$ cat src/rtl/rcs_cfg.svh
// Constants of the reader command sequencer
`ifndef RCS_CFG_SVH
`define RCS_CFG_SVH
`define RCS_CMD_IDLE     8'h00
`define RCS_CMD_RECEIVE  8'h16
`define RCS_CMD_TRANSMIT 8'h1A
`define RCS_CMD_POWER_UP_INIT_COMMAND  8'h3F
`define RCS_INIT_CYCLES  8'h10
`define RCS_GUARD_W      8
`endif

$ cat src/rtl/rcs_pkg.sv
// Types of the reader command sequencer
package rcs_pkg;
  typedef enum logic [2:0] {
    RCS_ST_INIT,
    RCS_ST_IDLE,
    RCS_ST_TX,
    RCS_ST_RECEIVE_GUARD_DELAY,
    RCS_ST_RX
  } rcs_state_type;
endpackage

$ cat src/rtl/rcs_sequencer.sv
// Reader command sequencer: command start, abort, transmit and receive
// Behaviour
// - Command code write starts the operation
// - Stream commands consume FIFO bytes at once
// - Command start never flushes the FIFO
// - New command aborts running command
// - Start-up 3Fh only via reset, uninterruptible
// - Idle 00h terminates current command
// - Transmit 1Ah sends FIFO stream, no receive
// - Receive 16h waits guard delay, then streams
// ---------------------------------------------------------------
// Overview
// ---------------------------------------------------------------
// The sequencer sits between the host command port, the shared FIFO
// and the transmit and receive paths. One state machine holds the
// running command; the host replaces it by writing a new code.
//
// Start-up
//   Reset forces the start-up command. A fixed count of cycles then
//   runs down before the block falls to idle. Host writes arriving in
//   that window are dropped without trace, so a host must poll the
//   busy flag before its first command.
//
// Command writes
//   A write is taken on the rising edge that sees the strobe high.
//   The active code and busy flag change on that same edge. Any command
//   in progress is cut off in the same edge: a byte offered to the
//   transmitter is withdrawn, the receiver is switched off and no
//   pending pop or push survives. Codes not handled here fall back to
//   idle, which keeps the state machine in a known place when the host
//   writes something unexpected.
//
// FIFO handling
//   Command start never clears the FIFO, so bytes loaded beforehand
//   are sent. A pop is a single-cycle pulse and the next pop waits at
//   least one cycle, giving the FIFO time to advance its head. The
//   trade-off is half rate on long streams; the transmitter is slower
//   than that anyway.
//
// Transmit
//   One byte is held at a time. The valid flag stays up until the
//   transmitter signals ready; a new byte may be loaded in the cycle
//   the old one is taken.
//
// Receive
//   The guard timer is loaded at the command write with the delay
//   level present then. Changing the delay later has no effect on a
//   receive already started. Once the timer expires the receiver is
//   enabled and every received byte is pushed into the FIFO one cycle
//   after it arrives. Receive runs until the host writes a new code.
//
// Limitations
//   No back-pressure is taken from the FIFO on push; the FIFO is
//   assumed never to overflow during a receive.
`timescale 1ns/10ps
`include "rcs_cfg.svh"
module rcs_sequencer (
  input  wire logic                    sys_clk_i,
  input  wire logic                    resetn_i,
  input  wire logic                    cmd_wr_i,
  input  wire logic [7:0]              cmd_code_i,
  input  wire logic [`RCS_GUARD_W-1:0] receive_guard_delay_i,
  input  wire logic                    fifo_valid_i,
  input  wire logic [7:0]              fifo_data_i,
  output logic                         fifo_pop_o,
  input  wire logic                    tx_ready_i,
  output logic                         tx_valid_o,
  output logic [7:0]                   tx_data_o,
  input  wire logic                    rx_valid_i,
  input  wire logic [7:0]              rx_data_i,
  output logic                         rx_enable_o,
  output logic                         fifo_push_o,
  output logic [7:0]                   fifo_wdata_o,
  output logic [7:0]                   active_cmd_o,
  output logic                         busy_o
);
  // ---------------------------------------------------------------
  // State
  // ---------------------------------------------------------------
  typedef struct packed {
    rcs_pkg::rcs_state_type st;
    logic [7:0]             init_cnt;
    logic [7:0]             cmd;
    logic                   pop;
    logic                   txv;
    logic [7:0]             txd;
    logic                   rxen;
    logic                   push;
    logic [7:0]             wdata;
    logic                   busy;
  } rcs_seq_type;
  rcs_seq_type state_reg;
  rcs_seq_type state_next;
  logic        guard_load;
  logic        guard_done;

  // Any code other than the ones handled here is treated as idle
  function automatic rcs_pkg::rcs_state_type decode_cmd(input logic [7:0] code);
    case (code)
      `RCS_CMD_TRANSMIT: decode_cmd = rcs_pkg::RCS_ST_TX;
      `RCS_CMD_RECEIVE:  decode_cmd = rcs_pkg::RCS_ST_RECEIVE_GUARD_DELAY;
      default:           decode_cmd = rcs_pkg::RCS_ST_IDLE;
    endcase
  endfunction

  // ---------------------------------------------------------------
  // Guard delay timer
  // ---------------------------------------------------------------
  rcs_guard_timer u_guard (
    .sys_clk_i (sys_clk_i),
    .resetn_i  (resetn_i),
    .load_i    (guard_load),
    .delay_i   (receive_guard_delay_i),
    .expired_o (guard_done)
  );

  // ---------------------------------------------------------------
  // Next-state logic
  // ---------------------------------------------------------------
  // Stream commands pop when a byte is present, the tx slot is free and no pop was issued last cycle; no count is awaited, so
  // no argument-gathering state exists for the commands kept here.
  always_comb
  begin
    state_next       = state_reg;
    state_next.pop   = 1'b0;
    state_next.push  = 1'b0;
    guard_load       = 1'b0;
    case (state_reg.st)
      rcs_pkg::RCS_ST_INIT:
      begin
        // Host writes are ignored until initialisation ends
        if (state_reg.init_cnt == '0)
        begin
          state_next.st  = rcs_pkg::RCS_ST_IDLE;
          state_next.cmd = `RCS_CMD_IDLE;
        end
        else
          state_next.init_cnt = state_reg.init_cnt - 8'h01;
      end
      rcs_pkg::RCS_ST_TX:
      begin
        // Hold a byte until the transmitter takes it
        if (state_reg.txv && tx_ready_i)
          state_next.txv = 1'b0;
        if ((!state_reg.txv || tx_ready_i) && fifo_valid_i && !state_reg.pop)
        begin
          state_next.pop = 1'b1;
          state_next.txv = 1'b1;
          state_next.txd = fifo_data_i;
        end
      end
      rcs_pkg::RCS_ST_RECEIVE_GUARD_DELAY:
      begin
        if (guard_done)
        begin
          state_next.st   = rcs_pkg::RCS_ST_RX;
          state_next.rxen = 1'b1;
        end
      end
      rcs_pkg::RCS_ST_RX:
      begin
        if (rx_valid_i)
        begin
          state_next.push  = 1'b1;
          state_next.wdata = rx_data_i;
        end
      end
      default:
      begin
        state_next.st = rcs_pkg::RCS_ST_IDLE;
      end
    endcase
    // A command write cancels whatever runs, except during start-up;
    // the FIFO contents are left untouched so preloaded bytes survive.
    if (cmd_wr_i && state_reg.st != rcs_pkg::RCS_ST_INIT)
    begin
      state_next.st   = decode_cmd(cmd_code_i);
      state_next.cmd  = (decode_cmd(cmd_code_i) == rcs_pkg::RCS_ST_IDLE) ?
                        `RCS_CMD_IDLE : cmd_code_i;
      state_next.txv  = 1'b0;
      state_next.pop  = 1'b0;
      state_next.push = 1'b0;
      state_next.rxen = 1'b0;
      guard_load      = (decode_cmd(cmd_code_i) == rcs_pkg::RCS_ST_RECEIVE_GUARD_DELAY);
    end
    state_next.busy = (state_next.st != rcs_pkg::RCS_ST_IDLE);
  end

  // ---------------------------------------------------------------
  // Registers
  // ---------------------------------------------------------------
  // Reset enters the start-up command; nothing else can reach it
  always_ff @(posedge sys_clk_i)
  begin
    if (!resetn_i)
    begin
      state_reg          <= '0;
      state_reg.st       <= rcs_pkg::RCS_ST_INIT;
      state_reg.init_cnt <= `RCS_INIT_CYCLES;
      state_reg.cmd      <= `RCS_CMD_POWER_UP_INIT_COMMAND;
      state_reg.busy     <= 1'b1;
    end
    else
      state_reg <= state_next;
  end

  assign fifo_pop_o   = state_reg.pop;
  assign tx_valid_o   = state_reg.txv;
  assign tx_data_o    = state_reg.txd;
  assign rx_enable_o  = state_reg.rxen;
  assign fifo_push_o  = state_reg.push;
  assign fifo_wdata_o = state_reg.wdata;
  assign active_cmd_o = state_reg.cmd;
  assign busy_o       = state_reg.busy;
endmodule // rcs_sequencer

$ cat src/rtl/rcs_guard_timer.sv
// Receive guard delay down-counter
`timescale 1ns/10ps
`include "rcs_cfg.svh"
module rcs_guard_timer (
  input  wire logic                   sys_clk_i,
  input  wire logic                   resetn_i,
  input  wire logic                   load_i,
  input  wire logic [`RCS_GUARD_W-1:0] delay_i,
  output logic                        expired_o
);
  typedef struct packed {
    logic [`RCS_GUARD_W-1:0] count;
    logic                    run;
    logic                    done;
  } rcs_gt_type;
  rcs_gt_type state_reg;
  rcs_gt_type state_next;

  // Load restarts the count; done pulses once it reaches zero
  always_comb
  begin
    state_next      = state_reg;
    state_next.done = 1'b0;
    if (load_i)
    begin
      state_next.count = delay_i;
      state_next.run   = 1'b1;
    end
    else if (state_reg.run)
    begin
      if (state_reg.count == '0)
      begin
        state_next.run  = 1'b0;
        state_next.done = 1'b1;
      end
      else
        state_next.count = state_reg.count - 1'b1;
    end
  end

  // Register stage
  always_ff @(posedge sys_clk_i)
  begin
    if (!resetn_i)
      state_reg <= '0;
    else
      state_reg <= state_next;
  end

  assign expired_o = state_reg.done;
endmodule // rcs_guard_timer

$ cat config.mk
export PLATFORM = sky130hd
export DESIGN_NAME = rcs_sequencer
export DESIGN_NICKNAME = d
export VERILOG_FILES = /design/src/rtl/rcs_pkg.sv /design/src/rtl/rcs_sequencer.sv /design/src/rtl/rcs_guard_timer.sv
export VERILOG_INCLUDE_DIRS = /design/src /design/src/rtl
export SDC_FILE = /design/constraint.sdc
export NUM_CORES = 1
export LEC_CHECK = 0
export ABC_CLOCK_PERIOD_IN_PS = 2500
export BUFFER_PORTS_ARGS = -buffer_cell sky130_fd_sc_hd__buf_4
export CORE_ASPECT_RATIO = 1.2
export CORE_MARGIN = 3
export CORE_UTILIZATION = 40
export CTS_CLUSTER_DIAMETER = 200
export DETAILED_ROUTE_END_ITERATION = 10
export GPL_ROUTABILITY_DRIVEN = 1
export HOLD_SLACK_MARGIN = 0.02
export SYNTH_ARGS = -nofsm -noshare
export SYNTH_HDL_FRONTEND = slang
export SYNTH_HIERARCHICAL = 1
export SYNTH_SLANG_ARGS = --single-unit
$ cat constraint.sdc
create_clock -name sys_clk_i -period 2.5 [get_ports sys_clk_i]
set_input_delay 0.375 -clock sys_clk_i [delete_from_list [all_inputs] [get_ports sys_clk_i]]
set_output_delay 0.375 -clock sys_clk_i [all_outputs]
set_load 0.02 [all_outputs]
==> impl_metrics.yaml, run 1 <==
die:
  ioPinCount: 67
  coreArea_sq_mm: 0.005743
  fp.dieArea_sq_mm: 0.006965
  die_h_microns: 90.83
  die_width_microns: 76.69
  initial_utilization_pct: 41.76
  row_count: 30
final_layout:
  largest_reg_flops: 11
  nNetsFinal: 349
  layout-drive-gt1-share_pct: 26.95
  area_growth_pct: 20.29
  n_antenna_cell: 0
  layout_commonest_cell: "buf_4"
  final_core_util_pct: 50.24
  fin_cells: 388
  final_cell_mix: "buf_4, dfxtp_1, nand2_1, nor2_1"
  stdcell_area_sq_mm: 0.002885
placed_design:
  post-dp-hpwl_microns: 3451
  dp.cells: 380
  placed_area_sq_mm: 0.002779
  numPortBuffers: 66
  gp_congestion: 0.8906
critical_path:
  r2r-end: "active_cmd_o[6]"
  slowest_delay_ns: 0.64
  cp_slowest_cell: "nor3b_1"
  cp-startpoint: "state_reg[29]"
  reg2reg_slack_ns: 0.47
  cp_top_family: "simple AND/OR/NAND/NOR gates"
  path_max_fanout: 8
  rr_startpoint: "state_reg[29]"
  crit_cells: 5
  critPathLaunchType: "register"
  arrival_ns: 2.23
  r2r_cells: 5
  crit_type: "reg -> reg"
  required_ns: 2.70
  cp-end-kind: "register"
  crit_end: "active_cmd_o[6]"
  worst-path-buf-inv: 1
  critical_path.cell_chain: "inv_1 -> ha_1 -> nor3b_1 -> a31oi_1 -> and3_1"
timing:
  slew_headroom_pct: 48.58
  hold_violations: 0
  max_freq_ghz: 0.4924
  fin_crit_sh_pct: 81.24
  min_period_ns: 2.031
  final_max_slew_viol_count: 0
  setup_viol: 0
  setup_tns_ns: 0
  worst_slew_pin_slew_ns: 0.7696
  clock_skew_ns: 0.003622
  hold_slack_ns: 0.3172
  rsz0062_at_grt: "false"
global_routing:
  grt_pass1_vias: 1847
  grt.overflow.total: 0
  antenna_found_initial: 0
  grtUsageTotal_pct: 14.14
  grt_pass1_wl_microns: 8052
  grt_max_degree: 42
cts:
  ctsResizeCount: 0
  cts_tree: "done"
  htreeDepth: 2
  cts-root-buf: "clkbuf_8"
  cts-buffers-inserted: 5
  clock_latency_ns: 0.30
  cts_buffer_depth: 2
  clkTransAtPathRegs_ns: 0.08
  cts.sinks: 50
  post-cts-setup-buffer-count: 0
  hold_buffers: 0
logic_synthesis:
  synth-edff-count: 0
  yosysUniqueCellTypes: 48
  synth_area_per_cell_sq_um: 8.983
  netlist_instances: 267
  synth_fp_nets: 309
  synth_ff_type: "dfxtp_1"
  netlist_area_sq_mm: 0.002399
  synthArstFlopShare_pct: 0
  yosysSeqAreaShare_pct: 41.73
  yosysWarnings: 6
  ys_ff_latch: 50
routing:
  drt_iter0_drc: 51
  remaining_drc_errors: 0
  via_per_inst: 4.817
  totalWireLength_microns: 4666
  vias: 1869
  wl_per_cell_microns: 12.03
  final_antenna_net_count: 0
  drt_pass1_iterations: 4
hold_path:
  min_path_type: "in -> reg"
pwr:
  powerDensity_mw_per_mm2: 721.1
  ir_worst_vdd_mv: 0.3257
  p_leak_uw: 0.001309
flow_run:
  cap_violations: 0
run_status:
  status: "finished, final reports clean"
through the flow:
step / setup slack, ns / power (uW)
global route: 0.2922 / 2229
global placement: 0.4988 / 1548
detailed placement: 0.4504 / 1557
finish: 0.4691 / 2081
CTS: 0.4294 / 2116
floorplan: 0.6506 / 1419
worst min-delay path: cells and delay by family:
family | cells | cell delay (ns)
compound gates | 1 | 0.05
buf+inv | 1 | 0.11
simple gates | 1 | 0.04
worst min-delay path by stage:
stage / startpoint / end / slack [ns] / cells after the start
4_1_cts: rx_data_i[5] / fifo_wdata_o[5] / 0.31 / 3
3_5_place_dp: active_cmd_o[0] / active_cmd_o[0] / 0.44 / 2
2_1_floorplan: active_cmd_o[0] / active_cmd_o[0] / 0.42 / 2
6_report: rx_data_i[2] / fifo_wdata_o[2] / 0.32 / 3
5_1_grt: rx_data_i[6] / fifo_wdata_o[6] / 0.31 / 3
3_3_place_gp: active_cmd_o[5] / active_cmd_o[5] / 0.43 / 2
layer usage:
layer,up-vias,global-route usage [%],routed length [microns]
li1,973,-,-
met1,837,15.89,2063
met2,52,24.27,2254
met3,7,4.092,254
met4,0,6.798,94
met5,-,0,0
synthesized netlist by cell type, drive strengths merged, types with 3 or more instances:
master,number,area (sq um)
dfxtp,50,1001
a21oi,13,65.06
ha,4,50.05
buf,26,196.4
xnor2,6,52.55
clkbuf,9,33.78
inv,9,33.78
nor3,5,30.03
o22ai,4,25.02
and2,5,31.28
or4,3,30.03
nand2,37,138.9
nand3,4,20.02
mux2i,13,130.1
nor2b,10,62.56
nand2b,5,31.28
a21boi,8,60.06
and3,5,31.28
nor2,14,52.55
o21ai,3,15.01
nor3b,7,52.55
final cells by class:
class	count	area, sq um
clock inverter	1	30.03
clock buffer	7	76.32
tap	80	100.1
inverter	9	33.78
sequential	50	1001
timing repair buffer	68	510.5
fill	585	2858
multi-input combinational	173	1134
cell families after synthesis:
group / count (synthesis) / synth area share (%)
buffers and inverters: 44 / 11.01
multiplexers: 13 / 5.425
adder cells (fa/ha/maj): 4 / 2.087
flip-flops: 50 / 41.73
XOR/XNOR: 8 / 2.921
AO/OA/AOI/OAI: 44 / 13.41
AND/OR/NAND/NOR: 104 / 23.42
power breakdown:
part | total (uW) | switching (uW) | internal, uW
clock network | 549 | 249 | 299
registers | 965 | 79.6 | 885
logic | 567 | 283 | 284
(Power assumes the default switching activity.)
==> inputs of run 2 (changes only) <==
--- a/config.mk
+++ b/config.mk
@@ -6,7 +6,7 @@
 export SDC_FILE = /design/constraint.sdc
 export NUM_CORES = 1
 export LEC_CHECK = 0
-export ABC_CLOCK_PERIOD_IN_PS = 2500
+export ABC_CLOCK_PERIOD_IN_PS = 2000
 export BUFFER_PORTS_ARGS = -buffer_cell sky130_fd_sc_hd__buf_4
 export CORE_ASPECT_RATIO = 1.2
 export CORE_MARGIN = 3
==> constraint.sdc (replaced) <==
create_clock -name sys_clk_i -period 2 [get_ports sys_clk_i]
set_input_delay 0.3 -clock sys_clk_i [delete_from_list [all_inputs] [get_ports sys_clk_i]]
set_output_delay 0.3 -clock sys_clk_i [all_outputs]
set_load 0.02 [all_outputs]
==> run 2 against run 1 <==
Worst setup slack got worse by 0.30 ns. Fmax grew 11%. Largest cell class unchanged. Routed wire length up 2.1%. Critical path type unchanged.
==> impl_metrics.yaml, run 2 (synthesis gave the netlist of run 1 again) <==
cts:
  post-cts-setup-buffer-count: 0
  cts_buffer_depth: 2
  cts.sinks: 50
  clkTransAtPathRegs_ns: 0.09
  cts-root-buf: "clkbuf_8"
  hold_buffers: 0
  htreeDepth: 2
  ctsResizeCount: 0
  cts_tree: "done"
  cts-buffers-inserted: 5
  clock_latency_ns: 0.30
die:
  fp.dieArea_sq_mm: 0.006965
  initial_utilization_pct: 41.76
  row_count: 30
  die_h_microns: 90.83
  die_width_microns: 76.69
  ioPinCount: 67
  coreArea_sq_mm: 0.005743
routing:
  wl_per_cell_microns: 12.06
  drt_iter0_drc: 84
  totalWireLength_microns: 4763
  drt_pass1_iterations: 4
  vias: 1888
  via_per_inst: 4.780
  remaining_drc_errors: 0
  final_antenna_net_count: 0
critical_path:
  critPathLaunchType: "register"
  required_ns: 2.20
  cp-end-kind: "register"
  path_max_fanout: 4
  arrival_ns: 2.03
  crit_type: "reg -> reg"
pwr:
  p_comb_share_pct: 29.3
  powerDensity_mw_per_mm2: 875.9
  p_int_uw: 1774
  pwr-share-seq_pct: 46.9
  power.switching_uw: 789.5
  ir_worst_vdd_mv: 0.3651
  p_sw_share_pct: 30.80
  clkPwrFrac_pct: 23.7
  p_leak_uw: 0.001340
timing:
  setup_viol: 0
  rsz0062_at_grt: "false"
  final_max_slew_viol_count: 0
  hold_violations: 0
  max_freq_ghz: 0.5460
  slew_headroom_pct: 54.61
  worst_slew_pin_slew_ns: 0.6777
  finalWorstSetupSlack_ns: 0.1685
  min_period_ns: 1.831
  setup_tns_ns: 0
  fin_crit_sh_pct: 91.57
  clock_skew_ns: 0.002396
final_layout:
  nNetsFinal: 356
  largest_reg_flops: 11
  n_antenna_cell: 0
  area_growth_pct: 22.01
  layout-drive-gt1-share_pct: 29.21
  fin_cells: 395
  layout_commonest_cell: "buf_4"
  final_cell_mix: "buf_4, dfxtp_1, nand2_1, nor2_1"
  nFillCells: 564
global_routing:
  grt_max_degree: 42
  antenna_found_initial: 0
  grt.overflow.total: 0
  grtUsageTotal_pct: 14.16
  grt_pass1_wl_microns: 8121
  grt_pass1_vias: 1752
placed_design:
  dp.cells: 387
  gp_congestion: 0.8422
  post-dp-hpwl_microns: 3588
  numPortBuffers: 66
  dp_slack_ns: 0.1869
run_status:
  status: "finished, final reports clean"
flow_run:
  cap_violations: 0
hold_path:
  min_path_type: "in -> reg"
## run 2: changes by cell type in the layout (fill, tap and decap cells not counted)
cell	change
buf_4	+7
clkbuf_1	-2
bufinv_16	-1
clkbuf_8	+1
clkinv_2	+1
clkinvlp_4	+1
## run 2: worst paths after layout
path	startpoint	to	slack [ns]	cells after the start
setup / recovery	u_guard/state_reg[6]	u_guard/state_reg[4]	0.17	4
hold / removal	rx_data_i[6]	fifo_wdata_o[6]	0.24	3
setup reg to reg	u_guard/state_reg[6]	u_guard/state_reg[4]	0.17	4
hold reg to reg	active_cmd_o[5]	active_cmd_o[5]	0.45	2
## run 2: critical path: stages, from the launching register on
cell and delay [ns]:
dfxtp_1 0.35, or4_4 0.57, or4_4 0.45, nor3b_1 0.15, o221a_1 0.22
## run 2: area by class of cell
cell class	instances	area [sq um]	share of cell area [%]
sequential	50	1001	34.20
timing repair buffer	75	563.0	19.24
inverter	9	33.78	1.154
tap	80	100.1	3.420
clock buffer	6	82.58	2.822
multi-input combinational	173	1134	38.73
clock inverter	2	12.51	0.4275
## run 2: per-layer routing
metal,share of wire (%),GRT usage (%),up-vias
met5,0,0,-
met4,1.4,4.985,0
met3,6.3,4.092,6
met2,48,24.06,52
met1,44,16.86,845
li1,-,-,985
## run 2: power by group through the flow
| stage | clock network (uW) | registers [uW] | logic (uW) |
|---|---|---|---|
| 6_report | 609 | 1200 | 751 |
| 5_1_grt | 677 | 1220 | 827 |
| 4_1_cts | 635 | 1210 | 764 |
| 3_5_place_dp | 0 | 1230 | 762 |
| 3_3_place_gp | 0 | 1230 | 760 |
| 2_1_floorplan | 0 | 1200 | 569 |
## run 2: stage by stage
stage               hold WS (ns)  power (uW)  cell area [sq um]  util [%]
floorplan                 0.4228        1774               2399         -
global placement          0.4394        1987               2831     49.30
detailed placement        0.4382        1991               2831     49.30
CTS                       0.2334        2606               2927     50.96
global route              0.2352        2726               2927     50.96
finish                    0.2380        2563               2927     50.96
